===== config.mk =====
export PLATFORM = sky130hd
export DESIGN_NAME = gsl_port
export DESIGN_NICKNAME = d
export VERILOG_FILES = /design/src/rtl/gsl_pkg.sv /design/src/rtl/gsl_key_seq.sv /design/src/rtl/gsl_port.sv
export SDC_FILE = /design/constraint.sdc
export NUM_CORES = 1
export LEC_CHECK = 0
export BUFFER_PORTS_ARGS = -buffer_cell sky130_fd_sc_hd__buf_2
export CORE_MARGIN = 2
export CORE_UTILIZATION = 41
export DETAILED_ROUTE_END_ITERATION = 6
export MAX_ROUTING_LAYER = met4
export PLACE_DENSITY_LB_ADDON = 0.12
export SLEW_MARGIN = 15
export SYNTH_ARGS = -nofsm -noshare
export SYNTH_HDL_FRONTEND = slang
export SYNTH_HIERARCHICAL = 1
export SYNTH_SLANG_ARGS = --single-unit

===== constraint.sdc =====
create_clock -name clk -period 20.9 [get_ports clk]
set_input_delay 1.045 -clock clk [delete_from_list [all_inputs] [get_ports clk]]
set_output_delay 1.045 -clock clk [all_outputs]
set_load 0.05 [all_outputs]

===== src/rtl/gsl_pkg.sv =====
package gsl_pkg;
    localparam logic [7:0] OFS_SET_CLEAR = 8'h18;
    localparam logic [7:0] OFS_FREEZE = 8'h1c;
    localparam logic [7:0] OFS_ALT_LOW = 8'h20;
    localparam logic [7:0] OFS_ALT_HIGH = 8'h24;
    localparam logic [7:0] OFS_MODE = 8'h40;
    localparam logic [7:0] OFS_OTYPE = 8'h44;
    localparam logic [7:0] OFS_PULL = 8'h48;
    localparam logic [7:0] OFS_OUT_DATA = 8'h4c;
    localparam int CLEAR_LSB = 16;
    localparam int KEY_BIT = 16;
    localparam int SEL_W = 4;
    localparam logic [1:0] MODE_ALT = 2'b10;
    localparam logic [3:0] SEL_NONE = 4'hf;
    localparam logic [31:0] RST_FREEZE = 32'h0000_0000;
    localparam logic [31:0] RST_ALT_LOW_B = 32'hfff0_0fff;
    localparam logic [31:0] RST_ALT_LOW = 32'hffff_ffff;
    localparam logic [31:0] RST_ALT_HIGH_A = 32'h000f_ffff;
    localparam logic [31:0] RST_ALT_HIGH = 32'hffff_ffff;
    localparam logic [31:0] RST_MODE = 32'hffff_ffff;
    localparam logic [15:0] RST_HALF = 16'h0000;
    localparam logic [1:0] PORT_A = 2'd0;
    localparam logic [1:0] PORT_B = 2'd1;

    typedef enum logic [2:0] {KEY_IDLE, KEY_W1, KEY_W0, KEY_W1B, KEY_RD0, KEY_ON} gsl_key_e;

    typedef struct packed {
        logic [7:0] addr;
        logic [31:0] wdata;
        logic wr;
        logic rd;
    } gsl_bus_s;

    typedef struct packed {
        logic [15:0] out_level;
        logic [15:0] freeze_bits;
        logic freeze_key_bit;
        logic [31:0] alt_low;
        logic [31:0] alt_high;
        logic [31:0] mode;
        logic [15:0] otype;
        logic [31:0] pull;
    } gsl_cfg_s;
endpackage


===== src/rtl/gsl_key_seq.sv =====
`timescale 1ns/10ps
module gsl_key_seq
    import gsl_pkg::*;
(
    input wire logic clk,             // bus clock
    input wire logic rst,             // async reset
    input wire logic wr,              // write to freeze reg
    input wire logic rd,              // read of freeze reg
    input wire logic wkey,            // key bit written
    input wire logic same_bits,       // pin bits match held value
    output logic key_on               // lock active
);
    typedef struct packed {
        gsl_key_e st;
    } gsl_ks_s;
    gsl_ks_s cur, next_cur;

    // armed from the cycle after the read
    assign key_on = (cur.st == KEY_ON) || (cur.st == KEY_RD0);

    always_comb
    begin
        next_cur = cur;
        case (cur.st)
            KEY_IDLE: if (wr && wkey) next_cur.st = KEY_W1;
            KEY_W1:
            begin
                if (wr) next_cur.st = (!wkey && same_bits) ? KEY_W0 : (wkey ? KEY_W1 : KEY_IDLE);
                else if (rd) next_cur.st = KEY_IDLE;
            end
            KEY_W0:
            begin
                if (wr) next_cur.st = (wkey && same_bits) ? KEY_W1B : KEY_IDLE;
                else if (rd) next_cur.st = KEY_IDLE;
            end
            KEY_W1B:
            begin
                if (rd) next_cur.st = KEY_RD0;
                else if (wr) next_cur.st = wkey ? KEY_W1 : KEY_IDLE;
            end
            KEY_RD0: next_cur.st = KEY_ON;
            KEY_ON: next_cur.st = KEY_ON;
            default: next_cur.st = KEY_IDLE;
        endcase
    end

    always_ff @(posedge clk or posedge rst)
    begin
        if (rst)
            cur <= '{st: KEY_IDLE};
        else
            cur <= next_cur;
    end
endmodule


===== src/rtl/gsl_port.sv =====
// The address-and-strobe port was chosen for this implementation.
`timescale 1ns/10ps
// How it works
// - low-half ones set output bits
// - high-half ones clear output bits
// - set beats clear on same pin
// - set/clear register is write-only
// - key bit changes only by sequence
// - confirming read returns key zero, next read returns one
// - active key freezes lock register
// - broken sequence leaves key zero
// - pin bits writable only key zero
// - set pin bit locks its configuration
// - bits 31:17 stay zero
// - lock register resets to zero
// - pins 0-7 selectors in low register
// - pins 8-15 selectors in high register
// - code 15 means no function
// - low select reset per port
// - high select reset per port
// - selector used only in alt mode
// - output bits settable individually
module gsl_port
    import gsl_pkg::*;
#(
    parameter logic [1:0] PORT_ID = 2'd0
)(
    input wire logic clk,                 // bus clock
    input wire logic rst,                 // async reset
    input wire logic [7:0] addr,          // byte address
    input wire logic [31:0] wdata,        // write data
    input wire logic wr,                  // write strobe
    input wire logic rd,                  // read strobe
    output logic [31:0] rdata,            // read data, cycle after rd
    output logic [15:0] out_level,        // output data to pads
    output logic [31:0] pin_mode,         // 2-bit modes
    output logic [15:0] pin_otype,        // output type
    output logic [31:0] pin_pull,         // pull config
    output logic [63:0] alt_route,        // effective selector per pin
    output logic key_active               // lock key state
);
    typedef struct packed {
        gsl_cfg_s cfg;
        logic [31:0] rdata;
        logic [63:0] route;
        logic key;
    } gsl_state_s;
    gsl_state_s cur, next_cur;
    gsl_bus_s bus;
    logic key_on;
    logic [15:0] unlocked;
    logic [63:0] all_sel;

    function automatic logic [31:0] keep_bits(input logic [31:0] old, input logic [31:0] nw,
                                              input logic [31:0] keep);
        keep_bits = (old & keep) | (nw & ~keep);
    endfunction

    function automatic logic [31:0] widen2(input logic [15:0] m);
        logic [31:0] r;
        r = '0;
        for (int i = 0; i < 16; i++) r[2*i +: 2] = {2{m[i]}};
        widen2 = r;
    endfunction

    function automatic logic [31:0] widen4(input logic [7:0] m);
        logic [31:0] r;
        r = '0;
        for (int i = 0; i < 8; i++) r[4*i +: 4] = {4{m[i]}};
        widen4 = r;
    endfunction

    assign bus = '{addr: addr, wdata: wdata, wr: wr, rd: rd};

    gsl_key_seq u_key (
        .clk(clk),
        .rst(rst),
        .wr(bus.wr && bus.addr == OFS_FREEZE),
        .rd(bus.rd && bus.addr == OFS_FREEZE),
        .wkey(bus.wdata[KEY_BIT]),
        .same_bits(bus.wdata[15:0] == cur.cfg.freeze_bits),
        .key_on(key_on)
    );

    // pin frozen only while key active
    assign unlocked = key_on ? ~cur.cfg.freeze_bits : 16'hffff;
    assign all_sel = {cur.cfg.alt_high, cur.cfg.alt_low};

    always_comb
    begin
        next_cur = cur;
        next_cur.key = key_on;
        next_cur.cfg.freeze_key_bit = key_on;
        if (bus.wr)
        begin
            case (bus.addr)
                OFS_SET_CLEAR:
                begin
                    next_cur.cfg.out_level = cur.cfg.out_level & ~bus.wdata[31:CLEAR_LSB];
                    next_cur.cfg.out_level = next_cur.cfg.out_level | bus.wdata[15:0];
                end
                OFS_FREEZE:
                begin
                    // pin bits only while key zero
                    if (!key_on) next_cur.cfg.freeze_bits = bus.wdata[15:0];
                end
                OFS_ALT_LOW:
                    next_cur.cfg.alt_low = keep_bits(cur.cfg.alt_low, bus.wdata,
                                                     widen4(~unlocked[7:0]));
                OFS_ALT_HIGH:
                    next_cur.cfg.alt_high = keep_bits(cur.cfg.alt_high, bus.wdata,
                                                      widen4(~unlocked[15:8]));
                OFS_MODE:
                    next_cur.cfg.mode = keep_bits(cur.cfg.mode, bus.wdata, widen2(~unlocked));
                OFS_OTYPE:
                    next_cur.cfg.otype = 16'(keep_bits({16'h0000, cur.cfg.otype}, bus.wdata,
                                                       {16'h0000, ~unlocked}));
                OFS_PULL:
                    next_cur.cfg.pull = keep_bits(cur.cfg.pull, bus.wdata, widen2(~unlocked));
                OFS_OUT_DATA:
                    next_cur.cfg.out_level = bus.wdata[15:0];
                default:
                    next_cur.cfg = cur.cfg;
            endcase
        end
        // selector forwarded only in alt mode
        for (int p = 0; p < 16; p++)
            next_cur.route[4*p +: 4] = (next_cur.cfg.mode[2*p +: 2] == MODE_ALT)
                                       ? next_cur_sel(next_cur.cfg, p) : SEL_NONE;
        next_cur.rdata = 32'h0000_0000;
        if (bus.rd)
        begin
            case (bus.addr)
                OFS_SET_CLEAR: next_cur.rdata = 32'h0000_0000;
                OFS_FREEZE: next_cur.rdata = {15'h0000, key_on, cur.cfg.freeze_bits};
                OFS_ALT_LOW: next_cur.rdata = cur.cfg.alt_low;
                OFS_ALT_HIGH: next_cur.rdata = cur.cfg.alt_high;
                OFS_MODE: next_cur.rdata = cur.cfg.mode;
                OFS_OTYPE: next_cur.rdata = {16'h0000, cur.cfg.otype};
                OFS_PULL: next_cur.rdata = cur.cfg.pull;
                OFS_OUT_DATA: next_cur.rdata = {16'h0000, cur.cfg.out_level};
                default: next_cur.rdata = 32'h0000_0000;
            endcase
        end
    end

    function automatic logic [3:0] next_cur_sel(input gsl_cfg_s c, input int p);
        logic [63:0] s;
        s = {c.alt_high, c.alt_low};
        next_cur_sel = s[4*p +: 4];
    endfunction

    always_ff @(posedge clk or posedge rst)
    begin
        if (rst)
        begin
            cur.cfg.freeze_bits <= RST_FREEZE[15:0];
            cur.cfg.freeze_key_bit <= 1'b0;
            cur.cfg.out_level <= RST_HALF;
            cur.cfg.alt_low <= (PORT_ID == PORT_B) ? RST_ALT_LOW_B : RST_ALT_LOW;
            cur.cfg.alt_high <= (PORT_ID == PORT_A) ? RST_ALT_HIGH_A : RST_ALT_HIGH;
            cur.cfg.mode <= RST_MODE;
            cur.cfg.otype <= RST_HALF;
            cur.cfg.pull <= 32'h0000_0000;
            cur.rdata <= 32'h0000_0000;
            cur.route <= {16{SEL_NONE}};
            cur.key <= 1'b0;
        end
        else
        begin
            cur <= next_cur;
        end
    end

    assign rdata = cur.rdata;
    assign out_level = cur.cfg.out_level;
    assign pin_mode = cur.cfg.mode;
    assign pin_otype = cur.cfg.otype;
    assign pin_pull = cur.cfg.pull;
    assign alt_route = cur.route;
    assign key_active = cur.key;

    a_set_priority: assert property (@(posedge clk) disable iff (rst)
        (wr && addr == OFS_SET_CLEAR) |=>
        ((out_level & $past(wdata[15:0])) == $past(wdata[15:0])))
        else $error("set bit not high after set/clear write");

    a_clear_half: assert property (@(posedge clk) disable iff (rst)
        (wr && addr == OFS_SET_CLEAR) |=>
        ((out_level & ($past(wdata[31:16]) & ~$past(wdata[15:0]))) == 16'h0000))
        else $error("clear bit not low");

    a_set_wins: assert property (@(posedge clk) disable iff (rst)
        (wr && addr == OFS_SET_CLEAR) |=>
        ((out_level & $past(wdata[15:0] & wdata[31:16])) == $past(wdata[15:0] & wdata[31:16])))
        else $error("clear beat set on same pin");

    a_out_untouched: assert property (@(posedge clk) disable iff (rst)
        (wr && addr == OFS_SET_CLEAR) |=>
        (((out_level ^ $past(out_level)) & ~$past(wdata[15:0] | wdata[31:16]))
         == 16'h0000))
        else $error("untouched output bit changed");

    a_out_idle: assert property (@(posedge clk) disable iff (rst)
        !(wr && (addr == OFS_SET_CLEAR || addr == OFS_OUT_DATA)) |=> $stable(out_level))
        else $error("output data changed without a write");

    a_set_clr_read: assert property (@(posedge clk) disable iff (rst)
        (rd && addr == OFS_SET_CLEAR) |=> rdata == 32'h0000_0000)
        else $error("set/clear register read not zero");

    a_rdata_idle: assert property (@(posedge clk) disable iff (rst)
        !rd |=> rdata == 32'h0000_0000)
        else $error("read data without a read");

    a_key_sticky: assert property (@(posedge clk) disable iff (rst)
        key_active |=> key_active)
        else $error("key dropped without reset");

    a_key_mirror: assert property (@(posedge clk) disable iff (rst)
        key_on |=> key_active)
        else $error("key output not following sequencer");

    a_key_sequence: assert property (@(posedge clk) disable iff (rst)
        (!key_on ##1 key_on) |-> $past(rd && addr == OFS_FREEZE, 1))
        else $error("key armed without read step");

    a_key_needs_seq: assert property (@(posedge clk) disable iff (rst)
        (!key_on && !(rd && addr == OFS_FREEZE)) |=> !key_on)
        else $error("key armed outside the read step");

    a_freeze_hold: assert property (@(posedge clk) disable iff (rst)
        key_on |=> $stable(cur.cfg.freeze_bits))
        else $error("pin freeze bits changed while locked");

    a_freeze_open: assert property (@(posedge clk) disable iff (rst)
        (!key_on && wr && addr == OFS_FREEZE) |=>
        cur.cfg.freeze_bits == $past(wdata[15:0]))
        else $error("pin freeze bits refused while open");

    a_key_readback: assert property (@(posedge clk) disable iff (rst)
        (rd && addr == OFS_FREEZE) |=>
        (rdata[31:17] == 15'h0000 && rdata[16] == $past(key_on)))
        else $error("freeze register readback wrong");

    a_key_bit_reads: assert property (@(posedge clk) disable iff (rst)
        (rd && addr == OFS_FREEZE && key_on) |=> rdata[16])
        else $error("armed key read as zero");

    a_key_reads_zero: assert property (@(posedge clk) disable iff (rst)
        (rd && addr == OFS_FREEZE && !key_on) |=> !rdata[16])
        else $error("idle key read as one");

    a_alt_low_read: assert property (@(posedge clk) disable iff (rst)
        (rd && addr == OFS_ALT_LOW) |=> rdata == $past(all_sel[31:0]))
        else $error("low selector readback wrong");

    a_alt_high_read: assert property (@(posedge clk) disable iff (rst)
        (rd && addr == OFS_ALT_HIGH) |=> rdata == $past(all_sel[63:32]))
        else $error("high selector readback wrong");

    a_route_mode: assert property (@(posedge clk) disable iff (rst)
        pin_mode[1:0] != MODE_ALT |-> alt_route[3:0] == SEL_NONE)
        else $error("selector routed outside alt mode");

    a_route_pin0: assert property (@(posedge clk) disable iff (rst)
        pin_mode[1:0] == MODE_ALT |-> alt_route[3:0] == cur.cfg.alt_low[3:0])
        else $error("pin 0 route not its selector");

    a_route_pin8: assert property (@(posedge clk) disable iff (rst)
        pin_mode[17:16] == MODE_ALT |-> alt_route[35:32] == cur.cfg.alt_high[3:0])
        else $error("pin 8 route not its selector");

    a_locked_mode: assert property (@(posedge clk) disable iff (rst)
        (key_on && cur.cfg.freeze_bits[0]) |=>
        pin_mode[1:0] == $past(pin_mode[1:0]))
        else $error("locked pin mode changed");

    a_lock_alt: assert property (@(posedge clk) disable iff (rst)
        (key_on && cur.cfg.freeze_bits[0]) |=>
        cur.cfg.alt_low[3:0] == $past(cur.cfg.alt_low[3:0]))
        else $error("locked pin selector changed");

    a_otype_lock: assert property (@(posedge clk) disable iff (rst)
        (key_on && cur.cfg.freeze_bits[0]) |=> pin_otype[0] == $past(pin_otype[0]))
        else $error("locked pin output type changed");

    a_lock_free: assert property (@(posedge clk) disable iff (rst)
        (key_on && !cur.cfg.freeze_bits[0] && wr && addr == OFS_MODE) |=>
        pin_mode[1:0] == $past(wdata[1:0]))
        else $error("unlocked pin mode refused");

    // main scenarios reached
    c_key_armed: cover property (@(posedge clk) disable iff (rst) !key_active ##1 key_active);
    c_set_clr_both: cover property (@(posedge clk) disable iff (rst)
        wr && addr == OFS_SET_CLEAR && (wdata[15:0] & wdata[31:16]) != 16'h0000);
    c_alt_used: cover property (@(posedge clk) disable iff (rst) alt_route[3:0] != SEL_NONE);
    c_lock_refused: cover property (@(posedge clk) disable iff (rst)
        key_on && wr && addr == OFS_MODE && cur.cfg.freeze_bits != 16'h0000);
endmodule


# Word-level counts from Yosys, hierarchy flattened

Index checks and enable logic that the tools add are counted.

Output and inout port bits: 193
Word-level logic and storage cells: 120
Register bits after elaboration: 276

Bitwise logic cells: 26
Equal/unequal tests: 32
Mux-type cells: 36
Reductions and logical operators: 15

Operators by type and width:

| cell                                                 | count |
|---|---|
| bitwise AND 32 bit                                   | 7 |
| case mux 32 bit (7 select lines)                     | 1 |
| two-way mux 32 bit                                   | 5 |
| two-way mux 144 bit                                  | 1 |
| OR 32 bit                                            | 4 |
| NOT 32 bit                                           | 3 |
| two-way mux 4 bit                                    | 16 |
| NOT 16 bit                                           | 4 |
| bitwise AND 16 bit                                   | 3 |
| equality test 2 bit (second input constant)          | 16 |
| equality test 8 x 7 -> 1 bit (second input constant) | 4 |
| two-way mux 16 bit                                   | 2 |
| OR 16 bit                                            | 2 |
| case mux 16 bit (2 select lines)                     | 1 |
| two-way mux 3 bit                                    | 6 |
| equality test 16 bit                                 | 1 |
| equality test 8 x 5 -> 1 bit (second input constant) | 2 |
| equality test 8 x 6 -> 1 bit (second input constant) | 2 |
| NOT 8 bit                                            | 2 |
| case mux 3 bit (5 select lines)                      | 1 |
| AND reduction 2 bit                                  | 4 |
| equality test 3 x 2 -> 1 bit (second input constant) | 2 |
| equality test 3 bit (second input constant)          | 2 |
| logical AND 1 bit                                    | 5 |
| 12 further kinds                                     | 13 |

# Depth between registers and ports, before layout

Gate-level depths: netlist (run 1).

Depth after elaboration: 11
Gate-level depth with buffers: 9
Depth with buffers taken out: 6

# By module

Netlist (run 1), hierarchy kept.

By module, submodules not included:

| module      | area each (µm²) | sequential area each (µm²) | cells each | instances |
|---|---|---|---|---|
| gsl_port    | 13459.2         | 7016.7                     | 1136       | 1 |
| gsl_key_seq | 173.9           | 75.1                       | 19         | 1 |

# Worst setup path after synthesis (run 1)

No wires, ideal clock.

Kind: input to register
Start point: in addr[1]
End point: reg u_key/cur[1] (netlist bit)
Cell stages on the path: 9
Setup slack: 17641 ps
Required time: 20823 ps
Library setup time: 77 ps
Arrival time: 3181 ps
Path through: or3b_1 -> buf_2 -> nor4_1 -> buf_2 -> buf_1 -> and2_1 -> nand2_1 -> or4b_1 -> a21oi_1

Cells in the longest elaborated chain, start to end: 5
Elaborated cells on any way between the ends: 12

Ends and longest elaborated chain:

| item                                                                          | RTL line                       | text |
|---|---|---|
| start: declaration                                                            | gsl_port.sv:30                 | `input wire logic [7:0] addr,` |
| equality test 8 x 5 -> 1 bit *                                                | gsl_port.sv:78, gsl_port.sv:79 |  |
| logical AND 1 bit, on equally long branches                                   | gsl_port.sv:79, gsl_port.sv:78 |  |
| two-way mux 3 bit / logical AND 1 bit (equally long branches)                 | -                              |  |
| two-way mux 3 bit, or another cell as far along                               | gsl_key_seq.sv:33              | `if (wr) next_cur.st = (wkey && same_bits) ? KEY_W1B : KEY_IDLE;` |
| case mux 3 bit (5 select lines) / AND reduction 2 bit (equally long branches) | -                              |  |
| end signal: assignment                                                        | gsl_key_seq.sv:50              | `cur <= '{st: KEY_IDLE};` |
| end signal: assignment                                                        | gsl_key_seq.sv:52              | `cur <= next_cur;` |
| end: declaration                                                              | gsl_key_seq.sv:16              | `gsl_ks_s cur, next_cur;` |

Every way passes the cells marked *; elsewhere a longest branch is shown, timed or not.
A chain may end at the register's enable or synchronous reset.

# Worst setup path in the final report (run 1)

Start point: in addr[3]
End point: reg u_key/cur[1] (netlist bit)

The elaborated chain is that of the path after synthesis.

==> reports/qor.yml, run 1 <==
clocking:
  cts_tree: "built"
  clock_sinks: 276
  ctsHoldBuffers: 0
  worstSkewPairLatency_ps: 560
  numCtsBuffers: 31
  clk_path_buf_depth: 3
  root_buffer: "clkbuf_16"
  post_cts_resized: 0
  cts_setup_buffers: 0
  clkSlewWorstSetupHoldPaths_ps: 60
  h-tree-depth: 1
logic_synthesis:
  synth-simple-area-share: 0.105
  yosysUniqueCellTypes: 46
  yosys_warnings: 6
  synth_top_area_frac: 0.285
  synth_area_leader_cell: "dfstp_2"
  async_flop_share: 1.00
  synthMuxAreaShare: 0.157
  synthTopCellsByArea: "dfstp_2, dfrtp_1, mux2_2, buf_4, nand2b_1"
  synth_adder_area_share: 0
  synth-xor-area-share: 0.0103
  synth_commonest_cells: "buf_4, mux2_2, dfstp_2"
  synth_compound_gate_area_share: 0.0824
  ys.flop_type: "dfstp_2"
  seq_area_frac_synth: 0.520
  synth_cells: 1155
  synth_top_family_by_area: "multiplexers"
  synth_fp_nets: 1199
  synth_edf_count: 0
  syn_area_per_cell_sq_um: 11.8
  ys_ff_latch: 276
  synth_area_sq_um: 13600
  synth_most_common_cell: "buf_4"
global_route:
  grt_usage: 0.232
  grt_first_pass_wirelength_um: 59600
  antenna_found_initial: 1
  overflow: 0
  grt_pass1_vias: 9208
  grt_max_degree: 151
placed_design:
  gp_congestion: 0.813
  port_buffers: 236
  placed_cells_incl_taps: 1591
  hpwl_um: 27000
  pre_cts_slack_ps: 16950
routing:
  routedWlPerCell_um: 24.1
  vias_per_cell: 5.38
  num_vias: 8875
  drc: 0
  postRouteAntennaNets: 0
  totalWireLength_um: 39800
  firstDrtPassIters: 5
  first_iter_violations: 568
timing:
  fmax_mhz: 296
  max_slew_margin: 0.198
  post-route-min-period_ps: 3370
  worst_pin_slew_ps: 1190
  layout_setup_ws_ps: 17530
  setup-tns-final_ps: 0
  hold_violations: 0
  setup_viol: 0
  finalClockSkew_ps: 13.6
  finalCritPeriodShare: 0.161
  drv_slew: 0
  rsz0062_at_grt: "false"
critical_path:
  timing.rr.end: "cur[254]"
  cp-start-kind: "input pin"
  r2r_slack_ps: 18390
  critPathMaxStageDelay_ps: 970
  crit_fanout: 10
  critPathBufInv: 1
  worstSetupPathType: "in2reg"
  crit_family: "simple AND/OR/NAND/NOR gates"
  critical_path_arrival_ps: 3860
  cp_slowest_cell: "nor4_2"
  cp-end-kind: "flop"
  r2r_start: "u_key/cur[2]"
  rr_worst_depth: 6
  worstPathCellList: "buf_2, or3b_1, nor4_2, and2_1, nand2_1, or4b_1, a21oi_1"
  cp.required_ps: 21390
power:
  leakage_nw: 6.58
  powerDensity_nw_per_um2: 85.1
  vdd_drop_max_uv: 67.0
cells_and_area:
  stdcell_count: 1649
  fill_cells: 3075
  multi_input_area_sq_um: 4900
  final_layout_size_suffix_gt1_frac: 0.507
  synthToLayoutAreaGrowth_pct: 9.00
  fin_nets: 1226
  register_area_sq_um: 7090
floorplanning:
  coreArea_sq_um: 32600
  start_util: 0.418
  io_pins: 237
  fp.dieW_um: 186
  core.rowCount: 66
  die_y_um: 186
  die-area_sq_um: 34700
min_path:
  hp-class: "in2async"
run:
  cap_violations: 0
run_status:
  status: "finished clean"
-- power by group --
| group | total [W] | leakage (nW) | internal (W) | switching (W) |
|---|---|---|---|---|
| logic | 0.000145 | 2.79 | 0.0000364 | 0.000108 |
| clock network | 0.000538 | 0.497 | 0.000320 | 0.000218 |
| registers | 0.000582 | 3.30 | 0.000567 | 0.0000154 |
| total | 0.00126 | 6.58 | 0.000923 | 0.000342 |
-- metrics by stage --
stage / area [sq um] / util / hold WS, ps / power, W
global route: 14900 / 0.456 / 388 / 0.00131
CTS: 14900 / 0.456 / 376 / 0.00128
global placement: 13900 / 0.425 / 486 / 0.000736
detailed placement: 13900 / 0.425 / 485 / 0.000736
finish: 14900 / 0.456 / 390 / 0.00126
floorplan: 13600 / - / 435 / 0.000710
-- cell families (layout without fill, tap and decap cells) --
logic type | count (synthesis) | after routing
flip-flops | 276 | 276
buffers and inverters | 259 | 310
AND/OR/NAND/NOR | 258 | 258
multiplexers | 193 | 193
AO/OA/AOI/OAI | 153 | 153
XOR/XNOR | 16 | 16
other | 0 | 1
-- area by class of cell --
| class | count | area share |
|---|---|---|
| Multi-Input combinational cell | 620 | 0.330 |
| Sequential cell | 276 | 0.477 |
| Inverter | 3 | 0.00126 |
| Tap cell | 442 | 0.0372 |
| Clock inverter | 13 | 0.00968 |
| Timing Repair Buffer | 250 | 0.0874 |
| Antenna cell | 1 | 0.000168 |
| Clock buffer | 44 | 0.0575 |
-- per-layer routing --
metal,up-vias,GRT usage,part of all wire
met5,-,-,0
met4,0,0.0865,0.035
met3,79,0.0357,0.049
met2,287,0.356,0.46
met1,4582,0.312,0.45
li1,3927,-,-
-- placed cells by master (no fill, tap or decap), types with 16 or more instances in the layout --
master,n
a21oi_1,24
a22o_1,38
a22oi_1,35
buf_2,236
clkbuf_16,31
dfrtp_1,128
dfstp_2,148
mux2_1,17
mux2_2,153
mux2i_1,23
nand2_1,92
nand2b_1,97
nand4_1,37
o21ai_0,17
xnor2_1,16
-- worst reg2reg max path, stage by stage (launching register included) --
cell	delay, ps
dfrtp_1	410
inv_1	110
nor2_1	60
buf_4	230
nor2_1	140
nand4_1	820
mux2_2	610
-- how the worst max path moves through the flow --
stage	startpoint	to	slack (ps)	cells after the start
CTS	addr[3]	u_key/cur[1]	17560	7
global route	addr[3]	u_key/cur[1]	17370	7
finish	addr[3]	u_key/cur[1]	17530	7
floorplan	rst	asynchronous set/reset pin	12580	1
detailed placement	addr[3]	u_key/cur[1]	16950	7
global placement	addr[3]	u_key/cur[1]	17030	7
No activity file was read; power rests on OpenSTA's default activity.
==> inputs of run 2 (changes only) <==
Clock period 20.9 ns to 3.1 ns, I/O delays scaled along.
==> run 2 against run 1 <==
  * Count of clock-buffer cells in the layout did not move
  * Non-clock buffer count rose by 46
  * First-iteration DRC count rose by 3.0%
  * Sequential share of layout area fell by 1.4 points
  * Critical path depth did not move
  * Register-to-register slack got worse by 17000 ps
  * Final cell count rose by 2.7%
  * Routed wire length rose by 2.3%
  * Design area rose by 2.9%
  * Critical path type is now reg2reg
  * Largest power group unchanged
==> reports/qor.yml, run 2 (synthesis gave the netlist of run 1 again) <==
timing:
  worst_pin_slew_ps: 1090  # -105 ps
  setup_viol: 0  # unchanged
  finalClockSkew_ps: 15.5  # +1.89 ps
  rsz0062_at_grt: "false"
  max_slew_margin: 0.274  # +0.0766
  setup-tns-final_ps: 0  # unchanged
  post-route-min-period_ps: 2180
  hold_violations: 0  # unchanged
  hold_slack_ps: 19.7  # -370 ps
  fmax_mhz: 458
  finalCritPeriodShare: 0.704
  drv_slew: 0  # unchanged
cells_and_area:
  fin_nets: 1271  # +3.7%
  synthToLayoutAreaGrowth_pct: 12.2
  layout_commonest_cell: "buf_2"
  fill_cells: 3044  # -1.0%
  layout_common_cells: "buf_2, mux2_2, dfstp_2"
  final_layout_size_suffix_gt1_frac: 0.508  # about the same
power:
  vdd_drop_max_uv: 436  # +550%
  leakage_nw: 6.79  # +3.2%
  total_power_w: 0.00850  # +570%
  powerDensity_nw_per_um2: 556  # +550%
routing:
  drc: 0  # unchanged
  routedWlPerCell_um: 24.0  # -0.41%
  vias_per_cell: 5.29  # -1.7%
  postRouteAntennaNets: 0  # unchanged
  num_vias: 8963  # +0.99%
  totalWireLength_um: 40700  # +2.3%
  first_iter_violations: 585  # +3.0%
  firstDrtPassIters: 6  # +1
floorplanning:
  die-area_sq_um: 34700  # unchanged
  start_util: 0.418  # unchanged
  core.rowCount: 66  # unchanged
  die_y_um: 186  # unchanged
  coreArea_sq_um: 32600  # unchanged
  fp.dieW_um: 186  # unchanged
  io_pins: 237  # unchanged
global_route:
  grt_first_pass_wirelength_um: 60700  # +1.8%
  grt_pass1_vias: 9255  # +0.51%
  grt_usage: 0.237  # +0.00523
  grt_max_degree: 57  # -62%
  overflow: 0  # unchanged
  antenna_found_initial: 0  # -1
clocking:
  cts_setup_buffers: 0  # unchanged
  worstSkewPairLatency_ps: 560  # about the same
  clock_sinks: 276  # unchanged
  numCtsBuffers: 30  # -3.2%
  clkSlewWorstSetupHoldPaths_ps: 60  # about the same
  clk_path_buf_depth: 3  # unchanged
  h-tree-depth: 1  # unchanged
  cts_tree: "built"
  root_buffer: "clkbuf_16"
critical_path:
  critical_path_arrival_ps: 2630  # -1230 ps
  r2r_start: "u_key/cur[2]"
  worstSetupPathType: "reg2reg"
  r2r_slack_ps: 920  # -17,470 ps
  crit_fanout: 9  # -1
  cp-start-kind: "flop"
  rr_worst_depth: 7  # +1
  cp.required_ps: 3550  # -17,840 ps
  cp-end-kind: "flop"
  timing.rr.end: "alt_route[26]"
min_path:
  hp-class: "in2reg"
  min_from: "wdata[5]"
  whs_path_depth: 2
placed_design:
  hpwl_um: 29200  # +8.4%
  gp_congestion: 0.913  # +12%
  port_buffers: 236  # unchanged
run:
  cap_violations: 0  # unchanged
run_status:
  status: "finished clean"
[run 2: layout make-up]
cell class              instances  area (sq um)  share of cell area
inverters                       3          15.0            0.000982
well taps                     442           553              0.0362
diodes                          1          2.50            0.000164
flip-flops and latches        276          7090               0.464
multi-input cells             620          4890               0.320
clock inverters                12          91.3             0.00597
clock buffers                  44           896              0.0586
repair buffers                296          1760               0.115
[run 2: through the flow]
| step | cells | instance area (sq um) | util | worst slack [ps] |
|---|---|---|---|---|
| 5_1_grt | 1693 | 15300 | 0.469 | 695 |
| 3_3_place_gp | 1612 | 14100 | 0.431 | 754 |
| 3_5_place_dp | 1612 | 14100 | 0.431 | 712 |
| 6_report | 1694 | 15300 | 0.469 | 919 |
| 2_1_floorplan | 1155 | 13600 | - | -544 |
| 4_1_cts | 1693 | 15300 | 0.469 | 866 |
[run 2: critical path: stages (launching register included)]
cell	delay, ps
dfrtp_1	400
inv_1	90
nor2_1	130
buf_4	210
nand2_1	220
nand4_1	260
mux2i_1	610
nand2b_1	150
[run 2: worst max path at each step]
stage	to	slack, ps	startpoint
after floorplan	asynchronous set/reset pin	-540	rst
after global placement	u_key/cur[1]	750	addr[3]
after detailed placement	u_key/cur[1]	710	addr[3]
after CTS	alt_route[26]	870	u_key/cur[2]
after global routing	alt_route[26]	700	u_key/cur[2]
final	alt_route[26]	920	u_key/cur[2]
[run 2: power by group]
| part | switching (W) | leakage, nW | internal, W |
|---|---|---|---|
| sequential | 0.000101 | 3.30 | 0.00382 |
| combinational | 0.000737 | 3.00 | 0.000281 |
| clock | 0.00148 | 0.492 | 0.00208 |
[run 2: repair_timing]
action | in CTS | in global routing
hold buffers | 25 | 0
gates resized for setup | 0 | 0
endpoints found under the hold margin | 106 | 0
[run 2: layer usage]
metal | vias to the layer above | wire length (um) | track usage | part of all wire
li1 | 4001 | - | - | -
met4 | 0 | 984 | 0.0637 | 0.024
met5 | - | 0 | - | 0
met2 | 289 | 18900 | 0.368 | 0.46
met1 | 4622 | 18400 | 0.319 | 0.45
met3 | 51 | 2460 | 0.0470 | 0.060
